`config.mk`:
```
export PLATFORM = sky130hd
export DESIGN_NAME = pasc_core
export DESIGN_NICKNAME = d
export VERILOG_FILES = /design/src/hdl/pasc_pkg.sv /design/src/hdl/pasc_core.sv
export SDC_FILE = /design/constraint.sdc
export NUM_CORES = 1
export LEC_CHECK = 0
export BUFFER_PORTS_ARGS = -buffer_cell sky130_fd_sc_hd__buf_2
export CELL_PAD_IN_SITES_DETAIL_PLACEMENT = 0
export CELL_PAD_IN_SITES_GLOBAL_PLACEMENT = 2
export CORE_ASPECT_RATIO = 0.5
export CORE_MARGIN = 2
export CORE_UTILIZATION = 35
export DETAILED_ROUTE_END_ITERATION = 10
export MAX_ROUTING_LAYER = met4
export PLACE_DENSITY_LB_ADDON = 0.1
export SYNTH_ARGS = -nofsm -noshare
export SYNTH_HDL_FRONTEND = slang
export SYNTH_SLANG_ARGS = --single-unit
```
`constraint.sdc`:
```
create_clock -name CLK_SYS_IN -period 10.1 [get_ports CLK_SYS_IN]
set_input_delay 0.505 -clock CLK_SYS_IN [delete_from_list [all_inputs] [get_ports CLK_SYS_IN]]
set_output_delay 0.505 -clock CLK_SYS_IN [all_outputs]
set_load 0.005 [all_outputs]
```
`src/hdl/pasc_pkg.sv`:
```
// package: constants and carriers for the paged address and stack check block
// Notes on behaviour
// (RULE1) below 8000h page registers ignored, direct address
// (RULE2) page zero above 8000h raises address error
// (RULE3) pages 001h-1FFh select 32K extended windows
// (RULE4) write address is write page plus EA[14:0]
// (RULE5) read address is read page plus EA[14:0]
// (RULE6) working reg 15 is stack pointer, grows up
// (RULE7) pop predecrements, push postincrements stack pointer
// (RULE8) call push stores zero upper byte
// (RULE9) exception push stores flags in upper byte
// (RULE10) stack limit unreset, bit 0 reads zero
// (RULE11) push beyond equal limit raises stack error
// (RULE12) stack pointer below 0800h raises stack error
// (RULE13) software avoids stack read after limit write
// (RULE14) table address is table page over EA
// (RULE15) table page bit 7 selects configuration memory
// (RULE16) read page 10 bits, bit 9 selects program
// (RULE17) program view address is page[7:0] plus EA[14:0]
// (RULE18) read page bit 8 selects upper word
// (RULE19) program view reaches user memory only
// (RULE20) high table ops upper word, low lower word
// (RULE21) table reads allowed in configuration memory
// (RULE22) table writes to configuration memory refused
// (RULE23) traps are single-cycle pulses when address formed
package pasc_pkg;
  // register offsets (word indices on the plain port)
  localparam logic [3:0] PASC_OFF_RD_PAGE = 4'h0;
  localparam logic [3:0] PASC_OFF_WR_PAGE = 4'h1;
  localparam logic [3:0] PASC_OFF_TBL_PAGE = 4'h2;
  localparam logic [3:0] PASC_OFF_STK_LIMIT = 4'h3;
  localparam logic [3:0] PASC_OFF_STK_PTR = 4'h4;
  localparam logic [3:0] PASC_OFF_STATUS = 4'h5;
  // reset values
  localparam logic [9:0] PASC_RST_RD_PAGE = 10'h001;
  localparam logic [8:0] PASC_RST_WR_PAGE = 9'h001;
  localparam logic [7:0] PASC_RST_TBL_PAGE = 8'h00;
  localparam logic [15:0] PASC_RST_STK_PTR = 16'h0800;
  // address boundaries
  localparam logic [15:0] PASC_STK_FLOOR = 16'h0800;
  localparam int PASC_EA_WINDOW_BIT = 15;
  localparam int PASC_RD_PSV_BIT = 9;
  localparam int PASC_RD_UPPER_BIT = 8;
  localparam int PASC_TBL_CFG_BIT = 7;
  localparam logic [15:0] PASC_WORD_STEP = 16'h0002;
  // kind of access the core issues
  typedef enum logic [2:0] {
    PASC_OP_RD = 3'b000,
    PASC_OP_WR = 3'b001,
    PASC_OP_PUSH = 3'b010,
    PASC_OP_POP = 3'b011,
    PASC_OP_TBL_RD = 3'b100,
    PASC_OP_TBL_WR = 3'b101
  } pasc_op_t;
  // kind of push source for the upper program counter word
  typedef enum logic [1:0] {
    PASC_PUSH_DATA = 2'b00,
    PASC_PUSH_CALL = 2'b01,
    PASC_PUSH_EXC = 2'b10
  } pasc_push_t;
  // request from the core address path
  typedef struct packed {
    logic valid;
    pasc_op_t op;
    pasc_push_t push_kind;
    logic indirect;
    logic high_word;
    logic [15:0] ea;
    logic [15:0] data;
    logic [7:0] flags;
  } pasc_req_t;
  // answer towards memories and exception logic
  typedef struct packed {
    logic valid;
    logic to_data;
    logic to_prog;
    logic prog_upper;
    logic prog_cfg;
    logic is_write;
    logic [23:0] addr;
    logic [15:0] data;
    logic addr_err;
    logic stk_err;
  } pasc_rsp_t;
  // whole block state
  typedef struct packed {
    logic [9:0] rd_page;
    logic [8:0] wr_page;
    logic [7:0] tbl_page;
    logic [15:0] stk_limit;
    logic [15:0] stk_ptr;
    logic [2:0] sticky;
    logic [15:0] rdata;
    pasc_rsp_t rsp;
  } pasc_state_t;
endpackage

```
`src/hdl/pasc_core.sv`:
```
// address mapping, table addressing and stack checking logic
`timescale 1ns/1ps
module pasc_core (
  // clock, reset, enable
  input wire logic CLK_SYS_IN,
  input wire logic RST_N_IN,
  input wire logic CE_IN,
  // register port
  input wire logic [3:0] REG_ADDR_IN,
  input wire logic [15:0] REG_WDATA_IN,
  input wire logic REG_WR_IN,
  input wire logic REG_RD_IN,
  output logic [15:0] REG_RDATA_OUT,
  // core access request
  input wire pasc_pkg::pasc_req_t REQ_IN,
  // mapped access and trap pulses
  output pasc_pkg::pasc_rsp_t RSP_OUT
);
  // state copy and registered state
  pasc_pkg::pasc_state_t s_q;
  pasc_pkg::pasc_state_t s_d;
  // next state: registers, address forming, traps
  always_comb begin
    logic [15:0] ea;
    logic [15:0] sp_new;
    logic hi;
    s_d = s_q;
    ea = REQ_IN.ea;
    sp_new = s_q.stk_ptr;
    hi = REQ_IN.ea[pasc_pkg::PASC_EA_WINDOW_BIT];
    s_d.rsp = '0; // RULE23
    s_d.rdata = 16'h0000;
    // register writes; a trap in the same cycle still sets sticky bits
    if (REG_WR_IN) begin
      case (REG_ADDR_IN)
        pasc_pkg::PASC_OFF_RD_PAGE: s_d.rd_page = REG_WDATA_IN[9:0]; // RULE16
        pasc_pkg::PASC_OFF_WR_PAGE: s_d.wr_page = REG_WDATA_IN[8:0];
        pasc_pkg::PASC_OFF_TBL_PAGE: s_d.tbl_page = REG_WDATA_IN[7:0];
        pasc_pkg::PASC_OFF_STK_LIMIT: s_d.stk_limit = {REG_WDATA_IN[15:1], 1'b0}; // RULE10
        pasc_pkg::PASC_OFF_STK_PTR: s_d.stk_ptr = {REG_WDATA_IN[15:1], 1'b0}; // RULE6
        pasc_pkg::PASC_OFF_STATUS: s_d.sticky = s_q.sticky & ~REG_WDATA_IN[2:0];
        default: s_d.sticky = s_q.sticky;
      endcase
    end
    // register reads answer one cycle later
    if (REG_RD_IN) begin
      case (REG_ADDR_IN)
        pasc_pkg::PASC_OFF_RD_PAGE: s_d.rdata = {6'h00, s_q.rd_page};
        pasc_pkg::PASC_OFF_WR_PAGE: s_d.rdata = {7'h00, s_q.wr_page};
        pasc_pkg::PASC_OFF_TBL_PAGE: s_d.rdata = {8'h00, s_q.tbl_page};
        pasc_pkg::PASC_OFF_STK_LIMIT: s_d.rdata = {s_q.stk_limit[15:1], 1'b0}; // RULE10
        pasc_pkg::PASC_OFF_STK_PTR: s_d.rdata = s_q.stk_ptr;
        pasc_pkg::PASC_OFF_STATUS: s_d.rdata = {13'h0000, s_q.sticky};
        default: s_d.rdata = 16'h0000;
      endcase
    end
    // access decode
    if (REQ_IN.valid) begin
      s_d.rsp.valid = 1'b1;
      s_d.rsp.data = REQ_IN.data;
      case (REQ_IN.op)
        pasc_pkg::PASC_OP_RD: begin
          if (!REQ_IN.indirect || !hi) begin
            s_d.rsp.to_data = 1'b1; // RULE1
            s_d.rsp.addr = {8'h00, ea};
          end else if (s_q.rd_page == 10'h000) begin
            s_d.rsp.addr_err = 1'b1; // RULE2
          end else if (s_q.rd_page[pasc_pkg::PASC_RD_PSV_BIT]) begin
            // program view, user space only
            s_d.rsp.to_prog = 1'b1; // RULE17
            s_d.rsp.prog_upper = s_q.rd_page[pasc_pkg::PASC_RD_UPPER_BIT]; // RULE18
            s_d.rsp.prog_cfg = 1'b0; // RULE19
            s_d.rsp.addr = {1'b0, s_q.rd_page[7:0], ea[14:0]}; // RULE17
          end else begin
            s_d.rsp.to_data = 1'b1;
            s_d.rsp.addr = {s_q.rd_page[8:0], ea[14:0]}; // RULE5 RULE3
          end
        end
        pasc_pkg::PASC_OP_WR: begin
          s_d.rsp.is_write = 1'b1;
          if (!REQ_IN.indirect || !hi) begin
            s_d.rsp.to_data = 1'b1; // RULE1
            s_d.rsp.addr = {8'h00, ea};
          end else if (s_q.wr_page == 9'h000) begin
            s_d.rsp.addr_err = 1'b1; // RULE2
          end else begin
            s_d.rsp.to_data = 1'b1;
            s_d.rsp.addr = {s_q.wr_page, ea[14:0]}; // RULE4 RULE3
          end
        end
        pasc_pkg::PASC_OP_PUSH: begin
          s_d.rsp.is_write = 1'b1;
          s_d.rsp.addr = {8'h00, s_q.stk_ptr};
          // upper pc word carries zero or the flags byte
          if (REQ_IN.push_kind == pasc_pkg::PASC_PUSH_CALL) begin
            s_d.rsp.data = {8'h00, REQ_IN.data[7:0]}; // RULE8
          end else if (REQ_IN.push_kind == pasc_pkg::PASC_PUSH_EXC) begin
            s_d.rsp.data = {REQ_IN.flags, REQ_IN.data[7:0]}; // RULE9
          end
          if (s_q.stk_ptr > s_q.stk_limit || s_q.stk_ptr < pasc_pkg::PASC_STK_FLOOR) begin
            s_d.rsp.stk_err = 1'b1; // RULE11 RULE12
          end else begin
            s_d.rsp.to_data = 1'b1;
            sp_new = s_q.stk_ptr + pasc_pkg::PASC_WORD_STEP; // RULE7
          end
        end
        pasc_pkg::PASC_OP_POP: begin
          sp_new = s_q.stk_ptr - pasc_pkg::PASC_WORD_STEP; // RULE7
          s_d.rsp.addr = {8'h00, sp_new};
          // a pop under the floor is refused; pointer kept
          if (sp_new < pasc_pkg::PASC_STK_FLOOR || sp_new > s_q.stk_limit) begin
            s_d.rsp.stk_err = 1'b1; // RULE12 RULE11
            sp_new = s_q.stk_ptr;
          end else begin
            s_d.rsp.to_data = 1'b1;
          end
        end
        pasc_pkg::PASC_OP_TBL_RD: begin
          s_d.rsp.to_prog = 1'b1; // RULE21
          s_d.rsp.prog_upper = REQ_IN.high_word; // RULE20
          s_d.rsp.prog_cfg = s_q.tbl_page[pasc_pkg::PASC_TBL_CFG_BIT]; // RULE15
          s_d.rsp.addr = {s_q.tbl_page, ea}; // RULE14
        end
        pasc_pkg::PASC_OP_TBL_WR: begin
          s_d.rsp.is_write = 1'b1;
          s_d.rsp.prog_upper = REQ_IN.high_word; // RULE20
          s_d.rsp.prog_cfg = s_q.tbl_page[pasc_pkg::PASC_TBL_CFG_BIT]; // RULE15
          s_d.rsp.addr = {s_q.tbl_page, ea}; // RULE14
          // writes into configuration space never reach memory
          s_d.rsp.to_prog = ~s_q.tbl_page[pasc_pkg::PASC_TBL_CFG_BIT]; // RULE22
        end
        default: s_d.rsp.valid = 1'b0;
      endcase
    end
    s_d.stk_ptr = (REG_WR_IN && REG_ADDR_IN == pasc_pkg::PASC_OFF_STK_PTR) ?
      s_d.stk_ptr : sp_new;
    // sticky status: set wins over clear
    s_d.sticky = s_d.sticky | {(s_d.rsp.valid && !s_d.rsp.to_prog && !s_d.rsp.to_data &&
      (REQ_IN.op == pasc_pkg::PASC_OP_TBL_WR)), s_d.rsp.stk_err, s_d.rsp.addr_err};
  end
  // state register; stack limit deliberately left without reset value
  always_ff @(posedge CLK_SYS_IN) begin
    if (!RST_N_IN) begin
      s_q.rd_page <= pasc_pkg::PASC_RST_RD_PAGE;
      s_q.wr_page <= pasc_pkg::PASC_RST_WR_PAGE;
      s_q.tbl_page <= pasc_pkg::PASC_RST_TBL_PAGE;
      s_q.stk_ptr <= pasc_pkg::PASC_RST_STK_PTR;
      s_q.sticky <= 3'h0;
      s_q.rdata <= 16'h0000;
      s_q.rsp <= '0;
    end else if (CE_IN) begin
      s_q.rd_page <= s_d.rd_page;
      s_q.wr_page <= s_d.wr_page;
      s_q.tbl_page <= s_d.tbl_page;
      s_q.stk_ptr <= s_d.stk_ptr;
      s_q.sticky <= s_d.sticky;
      s_q.rdata <= s_d.rdata;
      s_q.rsp <= s_d.rsp;
      // stack limit has no reset branch, so it stays undefined until loaded
      s_q.stk_limit <= s_d.stk_limit; // RULE10
    end
  end
  // outputs straight from flops
  assign REG_RDATA_OUT = s_q.rdata;
  assign RSP_OUT = s_q.rsp;

  // checks
  property p_zero_page_trap;
    @(posedge CLK_SYS_IN) disable iff (!RST_N_IN)
      (CE_IN && REQ_IN.valid && REQ_IN.op == pasc_pkg::PASC_OP_RD && REQ_IN.indirect &&
       REQ_IN.ea[15] && s_q.rd_page == 10'h000) |=> (RSP_OUT.addr_err && !RSP_OUT.to_data);
  endproperty
  a_zero_page_trap: assert property (p_zero_page_trap) else $error("page zero no trap"); // RULE2
  property p_low_direct;
    @(posedge CLK_SYS_IN) disable iff (!RST_N_IN)
      (CE_IN && REQ_IN.valid && REQ_IN.op == pasc_pkg::PASC_OP_WR && !REQ_IN.ea[15])
      |=> (RSP_OUT.addr == {8'h00, $past(REQ_IN.ea)} && !RSP_OUT.addr_err);
  endproperty
  a_low_direct: assert property (p_low_direct) else $error("low address remapped"); // RULE1
  property p_psv_addr;
    @(posedge CLK_SYS_IN) disable iff (!RST_N_IN)
      (CE_IN && REQ_IN.valid && REQ_IN.op == pasc_pkg::PASC_OP_RD && REQ_IN.indirect &&
       REQ_IN.ea[15] && s_q.rd_page[9]) |=> (RSP_OUT.to_prog && !RSP_OUT.prog_cfg &&
       RSP_OUT.addr[23] == 1'b0 && RSP_OUT.prog_upper == $past(s_q.rd_page[8]));
  endproperty
  a_psv_addr: assert property (p_psv_addr) else $error("program view wrong"); // RULE17
  property p_push_step;
    @(posedge CLK_SYS_IN) disable iff (!RST_N_IN)
      (CE_IN && !REG_WR_IN && REQ_IN.valid && REQ_IN.op == pasc_pkg::PASC_OP_PUSH &&
       s_q.stk_ptr <= s_q.stk_limit && s_q.stk_ptr >= 16'h0800)
      |=> (s_q.stk_ptr == $past(s_q.stk_ptr) + 16'h0002 && !RSP_OUT.stk_err);
  endproperty
  a_push_step: assert property (p_push_step) else $error("push step wrong"); // RULE7
  property p_over_limit;
    @(posedge CLK_SYS_IN) disable iff (!RST_N_IN)
      (CE_IN && REQ_IN.valid && REQ_IN.op == pasc_pkg::PASC_OP_PUSH &&
       s_q.stk_ptr > s_q.stk_limit) |=> (RSP_OUT.stk_err && !RSP_OUT.to_data);
  endproperty
  a_over_limit: assert property (p_over_limit) else $error("overflow not trapped"); // RULE11
  property p_call_zero;
    @(posedge CLK_SYS_IN) disable iff (!RST_N_IN)
      (CE_IN && REQ_IN.valid && REQ_IN.op == pasc_pkg::PASC_OP_PUSH &&
       REQ_IN.push_kind == pasc_pkg::PASC_PUSH_CALL) |=> RSP_OUT.data[15:8] == 8'h00;
  endproperty
  a_call_zero: assert property (p_call_zero) else $error("call upper byte set"); // RULE8
  property p_exc_flags;
    @(posedge CLK_SYS_IN) disable iff (!RST_N_IN)
      (CE_IN && REQ_IN.valid && REQ_IN.op == pasc_pkg::PASC_OP_PUSH &&
       REQ_IN.push_kind == pasc_pkg::PASC_PUSH_EXC) |=> RSP_OUT.data[15:8] == $past(REQ_IN.flags);
  endproperty
  a_exc_flags: assert property (p_exc_flags) else $error("flags not pushed"); // RULE9
  property p_cfg_write;
    @(posedge CLK_SYS_IN) disable iff (!RST_N_IN)
      (CE_IN && REQ_IN.valid && REQ_IN.op == pasc_pkg::PASC_OP_TBL_WR && s_q.tbl_page[7])
      |=> (!RSP_OUT.to_prog && RSP_OUT.addr[23:16] == $past(s_q.tbl_page));
  endproperty
  a_cfg_write: assert property (p_cfg_write) else $error("config write passed"); // RULE22
  property p_trap_pulse;
    @(posedge CLK_SYS_IN) disable iff (!RST_N_IN)
      (CE_IN && !REQ_IN.valid) |=> (!RSP_OUT.stk_err && !RSP_OUT.addr_err);
  endproperty
  a_trap_pulse: assert property (p_trap_pulse) else $error("trap without access"); // RULE23
  property p_limit_lsb;
    @(posedge CLK_SYS_IN) disable iff (!RST_N_IN)
      (CE_IN && REG_RD_IN && REG_ADDR_IN == pasc_pkg::PASC_OFF_STK_LIMIT) |=> !REG_RDATA_OUT[0];
  endproperty
  a_limit_lsb: assert property (p_limit_lsb) else $error("limit bit 0 set"); // RULE10
  c_psv: cover property (@(posedge CLK_SYS_IN) RSP_OUT.to_prog && !RSP_OUT.is_write);
  c_stk_err: cover property (@(posedge CLK_SYS_IN) RSP_OUT.stk_err);
  c_addr_err: cover property (@(posedge CLK_SYS_IN) RSP_OUT.addr_err);
  c_tbl_cfg: cover property (@(posedge CLK_SYS_IN) RSP_OUT.prog_cfg && RSP_OUT.to_prog);
endmodule

```
==> summary.md <==
| Metric | Value |
|---|---|
| Status | `completed` |
| Max-cap viol count | `0` |
| Netlist cell types | `72` |
| P_leak | `3.53 nW` |
| HPWL Detailed | `around 21 mm` |
| Reg2reg end | `s_q[71]` |
| Antenna violations before repair | `0` |
| Final non-filler cell total | `about 1300` |
| Synth-to-Final Area Change | `12.5%` |
| Avg Cell Area, Syn | `about 8.0 µm²` |
| Routed len/inst | `21.4 µm` |
| Routability cong. | `between 0.8 and 0.9` |
| Placed cells | `roughly 1300` |
| Htree depth | `4` |
| CTS Sinks | `between 100 and 150` |
| WP data required | `approximately 10000 ps` |
| Clock root cell | `clkbuf_16` |
| Register area | `between 2000 and 3000 µm²` |
| Worst Path Arrival | `4660 ps` |
| Critical Path Fanout Max | `17` |
| Via count | `approximately 7000` |
| Reg2reg setup slack | `roughly 5800 ps` |
| Area contributors post-synth | `dfxtp_1 (29%), buf_4 (6.4%), edfxtp_1 (5.9%)` |
| Nets@finish | `1085` |
| Die area | `~23000 µm²` |
| Gr usage total | `between 20% and 30%` |
| Max VDD drop | `0.0898 mV` |
| Setup Skew | `8.97 ps` |
| Drt initial violations | `approximately 640` |
| Critical path class | `reg2reg` |
| Worst R2R Start | `s_q[68]` |
| Flops & latches, synth | `~120` |
| Post-CTS Setup Repair Bufs | `0` |
| Layout cells sized above 1 | `approximately a fifth` |
| Post-synthesis sequential area ratio | `approximately a third` |
| Fmax | `0.232 GHz` |
| Vias per cell | `approximately 5.4` |
| # DRC | `0` |
| FP Rows | `38` |
| TNS Setup | `0 ps` |
| Setup crit end kind | `register` |
| Cts bufs inserted | `17` |
| Die width | `between 200 and 250 µm` |
| Post-Syn Area | `7610 µm²` |
| Clk slew on worst S/H paths | `~60 ps` |
| R2R cell count | `13` |
| WHS Path Cells | `1` |
| Main flop type after synthesis | `dfxtp_1` |
| Worst-Margin Slew | `just over 1000 ps` |
| Core area | `around 21000 µm²` |
| Syn Nets | `between 1000 and 1500` |
| Post-synth top area share | `between 20% and 30%` |
| Hold Crit Class | `in2reg` |
| # port buffers | `~140` |
| CTS Hold Bufs | `0` |
| Rel. slew slack | `32.4%` |
| Vias in the first global route | `around 6400` |
| Min-Delay Endpoint | `s_q[97]` |
| Crit path time final | `roughly 4300 ps` |
| Top-count cell post-synth | `nor2_1` |
| RSZ-0062 raised after global routing | `no` |
| Max Buffers Root-to-Sink | `2` |
| Hold_sp | `REG_WDATA_IN[14]` |
| Syn. warnings | `0` |
| CP startpoint kind | `register` |
| Diode count | `0` |
| Commonest cells in the synthesized netlist | `nor2_1 (118), dfxtp_1 (109), nand2_1 (103), a21oi_1 (76), buf_4 (65)` |
| TritonCTS clock tree | `yes` |
| Grt ovf | `0` |
| Final wirelength | `between 20 and 30 mm` |
| Yosys top cell by area | `dfxtp_1` |
| First-pass DRT Iterations | `7` |
| Filler cells | `2248` |
| Clock latency on the worst-skew pair | `around 430 ps` |
| Hold Vio Cnt, Final | `0` |
| First-pass GRT wire length | `about 41 mm` |
| Ports | `roughly 140` |
| Final ANT Viol Nets | `0` |
| Starting Density | `~35%` |
| Cell Pwr Density | `around 160 nW/µm²` |
| Max-slew violations | `0` |
| Largest net degree at the start of global routing | `72` |
| Post-CTS Resized | `0` |
| Die Ht | `between 100 and 150 µm` |
| Multi-input logic area | `about 4100 µm²` |
| Post-Syn Instances | `about 950` |
| Final setup vio count | `0` |
| Number of synthesized flops with an enable pin | `15` |
| Async SR Flop Fraction | `0%` |
| Tcrit/Tclk final | `42.7%` |
-- placed cells by master, fill, tap and decap left out, types with 17 or more instances in the layout --
cell type,n
a21oi_1,76
a22oi_1,47
buf_2,136
clkbuf_16,17
dfxtp_1,109
ha_1,30
inv_1,25
mux2i_1,27
nand2_1,103
nand3_1,21
nor2_1,118
nor3_1,17
o21ai_0,38
xnor2_1,19
-- final cells by class --
class / instances / share of cell area [%]
Sequential cell: 124 / 30.8
Clock buffer: 17 / 4.97
Tap cell: 300 / 4.38
Multi-Input combinational cell: 667 / 48.3
Timing Repair Buffer: 145 / 8.74
Inverter: 27 / 1.20
Clock inverter: 15 / 1.61
-- metal layers --
metal	track usage (%)	part of all wire, %
met2	34.9	42
met4	5.99	1.1
met3	5.20	5.5
met1	36.9	52
met5	-	0
-- cell families (layout without fill, tap and decap cells) --
group	count (synthesis)	after routing	synth area share (%)
flops	124	124	34.6
mux	27	27	3.55
simple gates	337	337	21.0
xor+xnor	33	33	4.00
fa+ha+maj	30	30	4.93
buf+inv	161	204	11.2
compound gates	240	240	20.7
-- how the worst max path moves through the flow --
stage	start	endpoint	slack [ps]
after global routing	s_q[68]	s_q[73]	5530
final	s_q[68]	s_q[71]	5790
after global placement	s_q[68]	s_q[73]	5980
after detailed placement	s_q[68]	s_q[71]	5830
after floorplan	s_q[68]	s_q[71]	6290
after CTS	s_q[68]	s_q[73]	5790
-- worst max-delay path, stage by stage (launching register included) --
cell	delay (ps)
dfxtp_1	410
inv_1	190
ha_1	390
or3b_1	450
or4_4	480
nor2_1	240
nand2_1	100
xnor2_1	230
ha_1	300
and3_1	200
a31o_1	230
o21a_2	330
or4_1	500
a31oi_1	170
-- power by group --
group,internal [mW],switching [mW],leakage [nW]
combinational,0.0810,0.131,2.24
clock,0.342,0.252,0.277
sequential,0.509,0.0186,1.02
-- registers in the layout, summed over array words and instances (netlist names) --
name	flops
s_q	60
RSP_OUT	48
REG_RDATA_OUT	16
-- metrics by stage --
stage               power [mW]  hold WS, ps  utilization [%]  setup slack, ps  cell area [µm²]
finish                    1.33          277             39.8             5790             8560
global route              1.39          258             39.8             5530             8560
global placement         0.746          447             37.2             5980             8000
floorplan                0.674          437                -             6290             7610
CTS                       1.35          253             39.8             5790             8560
detailed placement       0.747          451             37.2             5830             8000
(Power assumes the default switching activity.)
